File: src/fpe_consts.svh
// offsets, field positions, command codes and timing counts
`ifndef FPE_CONSTS_SVH
`define FPE_CONSTS_SVH

// register byte offsets on the apb side
`define FPE_OFF_CTRL     8'h00
`define FPE_OFF_ADDR     8'h04
`define FPE_OFF_DATA     8'h08
`define FPE_OFF_COUNT    8'h0C
`define FPE_OFF_STATUS   8'h10
`define FPE_OFF_RDATA    8'h14

// control register fields
`define FPE_CTRL_START   0
`define FPE_CTRL_OP_LO   1
`define FPE_CTRL_OP_HI   3
`define FPE_CTRL_ALT     4

// flash status byte bit positions
`define FPE_SR_READY     7
`define FPE_SR_ERASE_ERR 5
`define FPE_SR_PROG_ERR  4
`define FPE_SR_LOW_VOLT  3
`define FPE_SR_PSUSP     2
`define FPE_SR_LOCKED    1
`define FPE_XSR_FREE     7

// flash pin widths
`define FPE_AW           24
`define FPE_DW           16

// single program setup codes
`define FPE_CMD_PROG     8'h40
`define FPE_CMD_PROG_ALT 8'h10

// buffer boundary: low five address bits
`define FPE_ALIGN_BITS   5

// strobe timing, ns and derived cycles at 125 MHz (8 ns), least times round up
`define FPE_CLK_NS       8
`define FPE_T_STROBE_NS  72
`define FPE_T_GAP_NS     32
`define FPE_STROBE_CYC   ((`FPE_T_STROBE_NS + `FPE_CLK_NS - 1) / `FPE_CLK_NS)
`define FPE_GAP_CYC      ((`FPE_T_GAP_NS + `FPE_CLK_NS - 1) / `FPE_CLK_NS)

`endif

File: src/fpe_pkg.sv
// types shared by the flash program/erase host controller
package fpe_pkg;
  `include "fpe_consts.svh"

  // operations software can start
  typedef enum logic [2:0] {
    FPE_OP_PROGRAM,
    FPE_OP_BUFFER,
    FPE_OP_ERASE,
    FPE_OP_SUSPEND,
    FPE_OP_RESUME,
    FPE_OP_CLEAR
  } fpe_op_t;

  // pins driven toward the flash
  typedef struct packed {
    logic [`FPE_AW-1:0] addr;
    logic [`FPE_DW-1:0] dq_out;
    logic               dq_oe;
    logic               chip_select_0_b;
    logic               oe_b;
    logic               we_b;
  } fpe_pins_t;

  // one bus cycle request toward the flash
  typedef struct packed {
    logic               rd;
    logic [`FPE_AW-1:0] addr;
    logic [`FPE_DW-1:0] data;
  } fpe_cyc_t;
endpackage

File: src/fpe_cycle.sv
// one asynchronous flash write or read cycle, with strobe timing and input sync
`include "fpe_consts.svh"
module fpe_cycle
  import fpe_pkg::*;
(
  input  wire logic               clock,
  input  wire logic               rst_b,
  input  wire logic               req,
  input  wire fpe_cyc_t           cyc,
  output logic                    done,
  output logic [`FPE_DW-1:0]      rdata,
  output fpe_pins_t               pins,
  input  wire logic [`FPE_DW-1:0] dq_in
);
  localparam int CW = 8;
  localparam logic [CW-1:0] STROBE = CW'(`FPE_STROBE_CYC);
  localparam logic [CW-1:0] GAP    = CW'(`FPE_GAP_CYC);

  typedef enum logic [1:0] {C_IDLE, C_SETUP, C_STROBE, C_GAP} fpe_cst_t;

  fpe_cst_t           st;
  logic [CW-1:0]      cnt;
  logic [`FPE_DW-1:0] dq_s1;
  logic [`FPE_DW-1:0] dq_s2;

  wire strobe_end = (st == C_STROBE) && (cnt == STROBE - CW'(1));
  wire gap_end    = (st == C_GAP) && (cnt == GAP - CW'(1));

  // data pins cross two flops before sampling
  always_ff @(posedge clock or negedge rst_b)
    if (!rst_b)
    begin
      dq_s1 <= '0;
      dq_s2 <= '0;
    end
    else
    begin
      dq_s1 <= dq_in;
      dq_s2 <= dq_s1;
    end

  // setup, strobe low, then a gap with we and oe high; chip select rises one cycle into the gap
  always_ff @(posedge clock or negedge rst_b)
    if (!rst_b)
    begin
      st    <= C_IDLE;
      cnt   <= '0;
      done  <= 1'b0;
      rdata <= '0;
      pins  <= '{addr: '0, dq_out: '0, dq_oe: 1'b0, chip_select_0_b: 1'b1,
                 oe_b: 1'b1, we_b: 1'b1};
    end
    else
    begin
      done <= 1'b0;
      cnt  <= cnt + CW'(1);
      case (st)
        C_IDLE:
          if (req)
          begin
            pins.addr            <= cyc.addr;
            pins.dq_out          <= cyc.data;
            pins.dq_oe           <= !cyc.rd;
            pins.chip_select_0_b <= 1'b0;
            st                   <= C_SETUP;
          end
        C_SETUP:
        begin
          pins.oe_b <= !cyc.rd;
          pins.we_b <= cyc.rd;
          cnt       <= '0;
          st        <= C_STROBE;
        end
        C_STROBE:
          if (strobe_end)
          begin
            // rising write strobe latches address and data in the flash
            pins.we_b <= 1'b1;
            // oe rises every read so the next status poll is refreshed
            pins.oe_b <= 1'b1;
            rdata     <= dq_s2;
            cnt       <= '0;
            st        <= C_GAP;
          end
        C_GAP:
        begin
          pins.dq_oe           <= 1'b0;
          pins.chip_select_0_b <= 1'b1;
          if (gap_end)
          begin
            done <= 1'b1;
            st   <= C_IDLE;
          end
        end
        default:
          st <= C_IDLE;
      endcase
    end
endmodule

File: src/fpe_ctrl.sv
// host controller that programs, erases and suspends an external nor flash over apb
// Function
// program is setup code then address/data write
// poll status until machine ready after program
// status reads continue until another command
// verify error shown only through program fail
// program aborts on low supply or lock
// repeat buffer setup until buffer free
// send count, then start address and data
// start address best aligned to buffer boundary
// confirm after buffer data, else sequence error
// buffer error stops write, program fail set
// no buffered write while fail flags set
// buffer crossing block boundary is sequence error
// buffered write aborts on low supply or lock
// suspend halts; ready and suspended flags set
// while suspended only few commands allowed
// resume continues, flags clear, status reads
// resume accepted at any address
// nested suspend needs two resumes, two levels
// erased block reads all ones
// erase is setup then confirm in block
// erase error flag combinations reported
// toggle output enable between status polls
// both fail flags mean bad sequence
// undisclosed command codes are parameters
//
// The APB register port and the address map are this design's own decisions.
`include "fpe_consts.svh"
module fpe_ctrl
  import fpe_pkg::*;
#(
  parameter logic [7:0] CMD_BUF_SETUP   = 8'hA0,
  parameter logic [7:0] CMD_CONFIRM     = 8'hA1,
  parameter logic [7:0] CMD_ERASE_SETUP = 8'hA2,
  parameter logic [7:0] CMD_SUSPEND     = 8'hA3,
  parameter logic [7:0] CMD_RESUME      = 8'hA4,
  parameter logic [7:0] CMD_CLEAR       = 8'hA5,
  parameter int         BLOCK_BITS      = 17
)
(
  input  wire logic               clock,
  input  wire logic               rst_b,
  input  wire logic               psel,
  input  wire logic               penable,
  input  wire logic               pwrite,
  input  wire logic [7:0]         paddr,
  input  wire logic [31:0]        pwdata,
  output logic [31:0]             prdata,
  output logic                    pready,
  output logic                    pslverr,
  output fpe_pins_t               flash_pins,
  input  wire logic [`FPE_DW-1:0] flash_dq_in,
  input  wire logic               ready_status_pin
);
  typedef enum logic [3:0] {
    S_IDLE, S_CMD1, S_XSR, S_COUNT, S_WAIT, S_DATA, S_CONF, S_POLL
  } fpe_st_t;

  fpe_st_t            st;
  fpe_op_t            op;
  logic               alt;
  logic [`FPE_AW-1:0] addr;
  logic [`FPE_AW-1:0] cur_addr;
  logic [`FPE_DW-1:0] wdata;
  logic               data_pend;
  logic [`FPE_DW-1:0] count;
  logic [`FPE_DW-1:0] remain;
  logic [7:0]         status;
  logic [`FPE_DW-1:0] last_rd;
  logic               refused;
  logic               misaligned;
  logic               rdy_s1;
  logic               rdy_s2;
  logic               cyc_busy;
  logic               cyc_done;
  logic [`FPE_DW-1:0] cyc_rdata;
  fpe_cyc_t           cyc;

  // apb decode, always ready with no wait states
  wire acc      = psel && penable;
  wire wr       = acc && pwrite;
  wire hit_ctrl = paddr == `FPE_OFF_CTRL;
  wire hit_addr = paddr == `FPE_OFF_ADDR;
  wire hit_data = paddr == `FPE_OFF_DATA;
  wire hit_cnt  = paddr == `FPE_OFF_COUNT;
  wire hit_stat = paddr == `FPE_OFF_STATUS;
  wire hit_rd   = paddr == `FPE_OFF_RDATA;
  wire mapped   = hit_ctrl | hit_addr | hit_data | hit_cnt | hit_stat | hit_rd;
  wire busy     = st != S_IDLE;
  wire start    = wr && hit_ctrl && pwdata[`FPE_CTRL_START] && !busy;
  wire fpe_op_t start_op = fpe_op_t'(pwdata[`FPE_CTRL_OP_HI:`FPE_CTRL_OP_LO]);

  // a buffered write is refused while a fail flag stands
  wire fail_set = status[`FPE_SR_PROG_ERR] || status[`FPE_SR_ERASE_ERR];
  // last word must stay inside the same erase block
  wire [`FPE_AW-1:0] end_addr = addr + `FPE_AW'(count) - `FPE_AW'(1);
  wire crosses = end_addr[`FPE_AW-1:BLOCK_BITS] != addr[`FPE_AW-1:BLOCK_BITS];
  wire refuse  = (start_op == FPE_OP_BUFFER) && (fail_set || crosses || count == '0);

  // both fail flags together mean an improper sequence
  wire seq_err = status[`FPE_SR_PROG_ERR] && status[`FPE_SR_ERASE_ERR];

  assign pready  = 1'b1;
  assign pslverr = acc && !mapped;

  // read mux; reserved bits read zero
  always_comb
  begin
    prdata = '0;
    if (hit_ctrl)
      prdata = {27'h0, alt, op, 1'b0};
    else if (hit_addr)
      prdata = {8'h00, addr};
    else if (hit_data)
      prdata = {16'h0000, wdata};
    else if (hit_cnt)
      prdata = {16'h0000, count};
    else if (hit_stat)
      prdata = {16'h0000, status, seq_err, misaligned, refused, rdy_s2,
                data_pend, 2'b00, busy};
    else if (hit_rd)
      prdata = {16'h0000, last_rd};
  end

  // command selection for the first write of each operation
  function automatic logic [7:0] first_cmd(input fpe_op_t o, input logic a);
    case (o)
      FPE_OP_PROGRAM: first_cmd = a ? `FPE_CMD_PROG_ALT : `FPE_CMD_PROG;
      FPE_OP_BUFFER:  first_cmd = CMD_BUF_SETUP;
      FPE_OP_ERASE:   first_cmd = CMD_ERASE_SETUP;
      FPE_OP_SUSPEND: first_cmd = CMD_SUSPEND;
      FPE_OP_RESUME:  first_cmd = CMD_RESUME;
      default:        first_cmd = CMD_CLEAR;
    endcase
  endfunction

  // cycle request for the current state; resume goes to address zero
  always_comb
  begin
    cyc = '{rd: 1'b0, addr: addr, data: `FPE_DW'(first_cmd(op, alt))};
    case (st)
      S_CMD1:
        if (op == FPE_OP_RESUME)
          cyc.addr = '0;
      S_XSR:   cyc.rd = 1'b1;
      S_COUNT: cyc.data = count;
      S_DATA:  cyc = '{rd: 1'b0, addr: cur_addr, data: wdata};
      S_CONF:  cyc.data = `FPE_DW'(CMD_CONFIRM);
      S_POLL:  cyc.rd = 1'b1;
      default: cyc.rd = 1'b0;
    endcase
  end

  wire cyc_req = busy && st != S_WAIT && !cyc_busy;

  // ready pin is asynchronous to this clock
  always_ff @(posedge clock or negedge rst_b)
    if (!rst_b)
    begin
      rdy_s1 <= 1'b0;
      rdy_s2 <= 1'b0;
    end
    else
    begin
      rdy_s1 <= ready_status_pin;
      rdy_s2 <= rdy_s1;
    end

  // software-written registers
  always_ff @(posedge clock or negedge rst_b)
    if (!rst_b)
    begin
      alt   <= 1'b0;
      addr  <= '0;
      count <= '0;
      wdata <= '0;
    end
    else if (wr && !busy)
    begin
      if (hit_ctrl)
        alt <= pwdata[`FPE_CTRL_ALT];
      if (hit_addr)
        addr <= pwdata[`FPE_AW-1:0];
      if (hit_cnt)
        count <= pwdata[`FPE_DW-1:0];
      if (hit_data)
        wdata <= pwdata[`FPE_DW-1:0];
    end
    else if (wr && hit_data && !data_pend)
      wdata <= pwdata[`FPE_DW-1:0];

  // cycle issue tracking
  always_ff @(posedge clock or negedge rst_b)
    if (!rst_b)
      cyc_busy <= 1'b0;
    else if (cyc_done)
      cyc_busy <= 1'b0;
    else if (cyc_req)
      cyc_busy <= 1'b1;

  // operation sequencer
  always_ff @(posedge clock or negedge rst_b)
    if (!rst_b)
    begin
      st         <= S_IDLE;
      op         <= FPE_OP_PROGRAM;
      cur_addr   <= '0;
      remain     <= '0;
      status     <= '0;
      last_rd    <= '0;
      refused    <= 1'b0;
      misaligned <= 1'b0;
      data_pend  <= 1'b0;
    end
    else
    begin
      // a buffer word may be queued from setup on; else an early word is lost
      if (wr && hit_data && op == FPE_OP_BUFFER &&
          (st == S_CMD1 || st == S_XSR || st == S_COUNT || st == S_WAIT))
        data_pend <= 1'b1;
      if (start)
      begin
        op      <= start_op;
        refused <= refuse;
        // flag an unaligned buffer start, speed only
        misaligned <= (start_op == FPE_OP_BUFFER) && (addr[`FPE_ALIGN_BITS-1:0] != '0);
        cur_addr   <= addr;
        remain     <= count;
        data_pend  <= 1'b0;
        if (!refuse)
          st <= S_CMD1;
      end
      if (cyc_done)
      begin
        last_rd <= cyc_rdata;
        case (st)
          S_CMD1:
            case (op)
              FPE_OP_PROGRAM: st <= S_DATA;
              FPE_OP_BUFFER:  st <= S_XSR;
              FPE_OP_ERASE:   st <= S_CONF;
              FPE_OP_CLEAR:
              begin
                status <= '0;
                st     <= S_IDLE;
              end
              default:        st <= S_POLL;
            endcase
          // retry the setup until the buffer is free
          S_XSR:
            st <= cyc_rdata[`FPE_XSR_FREE] ? S_COUNT : S_CMD1;
          // count first, data words follow
          S_COUNT:
            st <= S_WAIT;
          S_DATA:
            if (op == FPE_OP_PROGRAM)
              st <= S_POLL;
            else
            begin
              data_pend <= 1'b0;
              remain    <= remain - `FPE_DW'(1);
              cur_addr  <= cur_addr + `FPE_AW'(1);
              // confirm right after the last word, nothing else between
              st <= (remain == `FPE_DW'(1)) ? S_CONF : S_WAIT;
            end
          S_CONF:
            st <= S_POLL;
          // every poll is its own oe pulse; done once machine ready
          S_POLL:
          begin
            status <= cyc_rdata[7:0];
            if (cyc_rdata[`FPE_SR_READY])
              st <= S_IDLE;
          end
          default:
            st <= S_IDLE;
        endcase
      end
      else if (st == S_WAIT && data_pend)
        st <= S_DATA;
    end

  fpe_cycle u_cycle (
    .clock (clock),
    .rst_b (rst_b),
    .req   (cyc_req),
    .cyc   (cyc),
    .done  (cyc_done),
    .rdata (cyc_rdata),
    .pins  (flash_pins),
    .dq_in (flash_dq_in)
  );
endmodule

File: config.mk
export PLATFORM = sky130hd
export DESIGN_NAME = fpe_ctrl
export DESIGN_NICKNAME = d
export VERILOG_FILES = /design/src/fpe_pkg.sv /design/src/fpe_cycle.sv /design/src/fpe_ctrl.sv
export VERILOG_INCLUDE_DIRS = /design/src
export SDC_FILE = /design/constraint.sdc
export NUM_CORES = 1
export LEC_CHECK = 0
export ABC_AREA = 1
export BUFFER_PORTS_ARGS = -buffer_cell sky130_fd_sc_hd__buf_4
export CORE_UTILIZATION = 35
export DETAILED_ROUTE_END_ITERATION = 16
export GPL_TIMING_DRIVEN = 0
export HOLD_SLACK_MARGIN = 0.02
export PLACE_DENSITY = 0.63
export SLEW_MARGIN = 20
export SYNTH_ARGS = -nofsm -noshare
export SYNTH_HDL_FRONTEND = slang
export SYNTH_SLANG_ARGS = --single-unit
File: constraint.sdc
create_clock -name clock -period 2.85 [get_ports clock]
set_clock_uncertainty 0.2 [all_clocks]
set_input_delay 0.57 -clock clock [delete_from_list [all_inputs] [get_ports clock]]
set_output_delay 0.57 -clock clock [all_outputs]
set_load 0.02 [all_outputs]
After elaboration in Yosys (flattened, before gate mapping)
Cells that the tools add are included.
- flip-flop bits (word level): 237
- input port bits: 62
- output and inout port bits: 78
- word-level logic and storage cells: 174
- $add $sub $neg: 5
- eq/ne operators: 31
- multiplexer cells: 53
- bitwise operators: 5
- reduce and logical (&&, ||, !) cells: 52
- operator list (cell ; count):
    $mux 16 ; 11
    $mux 24 ; 5
    $mux 32 ; 2
    $pmux 16 s3 ; 1
    $pmux 24 s2 ; 1
    $pmux 8 s5 ; 1
    $pmux 8 s2 ; 2
    $add 24x1->24 const B ; 1
    $add 24x16->24 ; 1
    $eq 8x4->1 const B ; 3
    $pmux 4 s6 ; 1
    $sub 24x1->24 const B ; 1
    $mux 4 ; 5
    $logic_and 1x1->1 ; 19
    $eq 16x1->1 const B ; 1
    $eq 4x3->1 const B ; 4
    $eq 8x5->1 const B ; 2
    $logic_not 16->1 ; 1
    $mux 8 ; 2
    $reduce_and 2->1 ; 8
    $sub 16x1->16 const B ; 1
    $mux 2 ; 7
    $pmux 3 s4 ; 1
    $mux 1 ; 10
    other kinds (28) ; 55

Depth between registers and ports, before layout
- word-level depth: 11
- mapped depth: 24
- gate-level depth less buffers: 24

By module
From an unflattened synthesis, not the netlist that was laid out.
- cells, all modules: 1703
- area, all modules: 13057.5 um^2
- modules (own cells, without submodules) (module ; instances ; cells an instance ; area each (um^2) ; sequential area each (um^2)):
    fpe_ctrl ; 1 ; 1340 ; 9315.2 ; 3353.2
    fpe_cycle ; 1 ; 363 ; 3742.3 ; 2581.2

Worst setup path after synthesis
OpenSTA, ideal clock, no wires.
- path type: input -> output
- start point: in paddr[7]
- end point: out prdata[10]
- arrival: 1974 ps
- required time: 2080 ps
- slack: 106 ps
- stages on the path: 10
- buffers on the path: 1
- path through: nor2_1 > inv_1 > nor2_1 > nand2_1 > inv_1 > nand4_1 > clkinv_1 > buf_1 > a21oi_1 > a22oi_1
- longest elaborated chain between the ends: 7
- elaborated cells between the ends (all ways): 12
- those cells by class: eq/ne: 5; mux: 6; reduce/logical: 1
- RTL lines (element ; line ; text):
    start: declaration ; fpe_ctrl.sv:47 ; input wire logic [7:0] paddr,
    $eq 8x5->1 (no source line) ; -- ;
    $mux 16 ; fpe_ctrl.sv:122 ; else if (hit_rd)
    $mux 16 ; fpe_ctrl.sv:119 ; else if (hit_stat)
    $mux 16 ; fpe_ctrl.sv:117 ; else if (hit_cnt)
    $mux 16 ; fpe_ctrl.sv:115 ; else if (hit_data)
    $mux 32 ; fpe_ctrl.sv:113 ; else if (hit_addr)
    $mux 32 (*) ; fpe_ctrl.sv:111 ; if (hit_ctrl)
    end: declaration ; fpe_ctrl.sv:49 ; output logic [31:0] prdata,
Mark *: on every way between the ends. The rest lies on a longest branch, timed or not.

Worst setup path after layout
- start point: in paddr[1]
- end point: out prdata[7]
The elaborated chain is that of the path after synthesis.

==> summary.md <==
| Metric | Value |
|---|---|
| Largest net degree at the start of global routing | `83` |
| CTS root buffer | `clkbuf_16` |
| Die span in y | `191.7 µm` |
| Gr usage total | `about a quarter` |
| Endpoint type of the worst setup path | `primary output` |
| Avg WL per Cell | `19.26 µm` |
| # rows | `slightly below 70` |
| Most common cell in the netlist | `nand2_1` |
| Worst-case clock buffer depth | `3` |
| Min Tclk post-route | `2.953 ns` |
| Hold EP | `op[2]$_DFFE_PN0P_` |
| Initial DRT Pass Iterations | `6` |
| Final setup violation count | `9` |
| Least-Margin Pin Slew | `~0.92 ns` |
| Drc violations | `0` |
| Clk sinks | `237` |
| Area share of the leading cell type in the synthesized netlist | `46.48%` |
| Slew Viols, Final | `0` |
| Vias in the first global route | `11483` |
| R2r setup slk | `0.03 ns` |
| Clk_lat worst skew | `0.57 ns` |
| Worst vdd rail ir drop | `0.0006312 V` |
| Cells on worst reg2reg path | `19` |
| EDFF count, synth | `0` |
| Inserted Clock Buffers | `28` |
| Final hold vios | `0` |
| Main area contributors after synthesis | `dfrtp_1 46%, nand2_1 9.0%, inv_1 7.1%, o21ai_0 6.5%, a21oi_1 5.1%` |
| Clock slew at reported path FFs | `0.06 ns` |
| Die area | `36750 µm²` |
| Worst EP required | `2.08 ns` |
| Total grt overflow | `0` |
| HP Class | `in -> reg` |
| Hold_sp | `pwdata[3]` |
| Hpwl dp | `31780 µm` |
| CP Max Fanout | `10` |
| Antenna violations before repair | `2` |
| Synth async-reset ratio | `100.0%` |
| Synth top cells by count | `303 x nand2_1, 239 x inv_1, 234 x dfrtp_1` |
| CTS tree | `built` |
| I/O pin count | `140` |
| Global-route wire length before repair | `66810 µm` |
| Period utilization | `103.6%` |
| Arrival @ worst endpoint | `2.18 ns` |
| Starting density of the core | `35.50%` |
| Crit Path Category | `in -> out` |
| Unrepaired setup endpoints after global routing | `true` |
| Synthesis Warnings | `0` |
| Reg-to-Reg End | `st[0]$_DFF_PN0_` |
| Fin util | `46.96%` |
| Sequential area share after synthesis | `roughly 47%` |
| Max_cap viols | `0` |
| Count of input and output buffers | `122` |
| H-tree depth | `1` |
| Syn avg cell area | `~8.1 µm²` |
| Failing checks | `negative setup slack` |
| Worst r2r src | `addr[12]$_DFFE_PN0P_` |
| # nets final | `1909` |
| Worst Hold Depth | `3` |
| Startpoint types | `primary input` |
| Leakage | `8.044 nW` |
| ANT nets after route | `0` |
| Total power | `~11 mW` |
| Power Density | `643.8 nW/µm²` |
| Share of layout cells above drive strength 1 | `25.69%` |
| P&R area growth vs syn | `32.27%` |
| Die W | `191.7 µm` |
| Unique cell type count in the Yosys netlist | `54` |
| Max frequency | `338.6 MHz` |
| Status | `complete, but fails checks` |
| Setup TNS | `-0.3418 ns` |
| Synthesized netlist cell count | `~1600` |
| Primary FF master, synth | `dfrtp_1` |
| Initial DRC Count | `1048` |
| Core area | `~35000 µm²` |
| GPL Wtd Cong | `0.9798` |
| WL final | `44000 µm` |
| Synth Register Bits | `237` |
| Synth Cell Area | `approximately 13000 µm²` |
| Largest area contributor in the netlist | `dfrtp_1` |
| Min setup slack post-route | `-0.1030 ns` |
| Vias per std cell | `5.317` |
| Relative slew slack | `a little under two fifths` |
| Vias | `12145` |
-- where the power goes --
group / leakage [nW] / switching [mW] / internal [mW] / total (mW)
combinational: 4.72 / 1.62 / 0.961 / 2.58
sequential: 2.85 / 0.389 / 3.94 / 4.33
clock: 0.477 / 1.51 / 2.30 / 3.81
-- worst max-delay path by stage --
stage | cells past startpoint | from | to
after global routing | 12 | paddr[1] | prdata[13]
after detailed placement | 12 | paddr[7] | prdata[9]
final | 12 | paddr[1] | prdata[7]
after CTS | 13 | paddr[6] | prdata[7]
after global placement | 1 | rst_b | rdy_s2$_DFF_PN0_
after floorplan | 10 | paddr[7] | prdata[10]
-- through the flow --
step / hold WS (ns) / setup WS [ns] / instance area (µm²) / std cells
after detailed placement: 0.1355 / -0.5935 / 14180 / 2154
after global placement: 0.1344 / -0.9015 / 14120 / 2152
after floorplan: 0.07441 / 0.1058 / 12620 / 1569
after CTS: 0.03814 / -0.1268 / 16020 / 2262
after global routing: 0.07594 / -0.1972 / 16660 / 2283
final: 0.06468 / -0.1030 / 16660 / 2284
-- layer usage --
metal	share of wire, %	up-vias	GRT usage [%]
met5	0	-	0
met4	3.4	0	8.852
met3	7.6	77	3.435
met2	47	559	38.78
met1	42	5877	32.36
li1	-	5632	-
-- final cells by class --
cell class                      instances  area [µm²]
Clock inverter                         11       173.9
Inverter                              251       970.9
Buffer                                 62       360.3
Multi-Input combinational cell       1019        6105
Timing Repair Buffer                  203        1689
Fill cell                            3372       18820
Sequential cell                       237        5962
Clock buffer                           39       822.0
Tap cell                              461       576.8
Antenna cell                            1       2.502
-- critical path: stages --
cell and delay (ns):
buf_4 0.12, nor2_4 0.09, nand2_2 0.07, nor2_2 0.17
nand2_1 0.15, buf_8 0.19, nand2_1 0.10, inv_2 0.07
o21ai_2 0.06, o2111ai_2 0.13, a22oi_2 0.26, buf_4 0.20
-- layout by cell type, fill, tap and decap left out, types with 7 or more instances in the layout --
master | Yosys | layout
o22ai_1 | 25 | 16
clkbuf_8 | 0 | 8
inv_2 | 10 | 25
inv_1 | 239 | 214
nor2_2 | 3 | 16
nand2_1 | 303 | 282
buf_4 | 10 | 178
clkbuf_1 | 34 | 28
a21oi_2 | 0 | 21
a22oi_2 | 0 | 10
nand2_2 | 0 | 18
nand4_1 | 16 | 16
dlygate4sd3_1 | 0 | 18
o21ai_0 | 163 | 155
ha_4 | 0 | 12
a31oi_1 | 12 | 12
nor3_1 | 24 | 19
inv_4 | 0 | 8
a2bb2oi_1 | 32 | 32
nand3_2 | 5 | 13
buf_6 | 1 | 19
dfrtp_1 | 234 | 212
ha_1 | 45 | 33
nor2_1 | 121 | 102
a21oi_1 | 128 | 107
clkbuf_16 | 0 | 28
nor2_4 | 4 | 10
mux2_2 | 16 | 16
o21ai_1 | 2 | 7
conb_1 | 2 | 9
nand3_1 | 42 | 34
buf_2 | 10 | 9
dfrtp_2 | 0 | 22
-- state kept, by name (all words and copies together), names as in the netlist, 2 cells and up --
register       flops
last_rd           16
u_cycle.dq_s1     16
wdata             16
cur_addr          24
count             16
u_cycle.rdata     16
op                 3
addr              24
remain            16
status             8
u_cycle.dq_s2     16
u_cycle.st         2
u_cycle.pins      44
u_cycle.cnt        8
st                 4
-- cell families after synthesis --
logic type,after synthesis,share of synthesized area (%)
buffers and inverters,313,9.784
AO/OA/AOI/OAI,405,18.39
AND/OR/NAND/NOR,534,18.06
flip-flops,237,47.11
multiplexers,17,1.510
other,2,0.05962
adder cells (fa/ha/maj),45,4.470
XOR/XNOR,9,0.6257
-- repair_timing --
action | CTS | global route
setup endpoints to repair | 19 | 47
gates resized for setup | 116 | 131
hold endpoints to repair | 92 | 0
pin swaps | 19 | 38
buffers inserted | 40 | 20
gates cloned | 0 | 1
hold buffers | 18 | 0
Power figures use the tool's default switching activity.
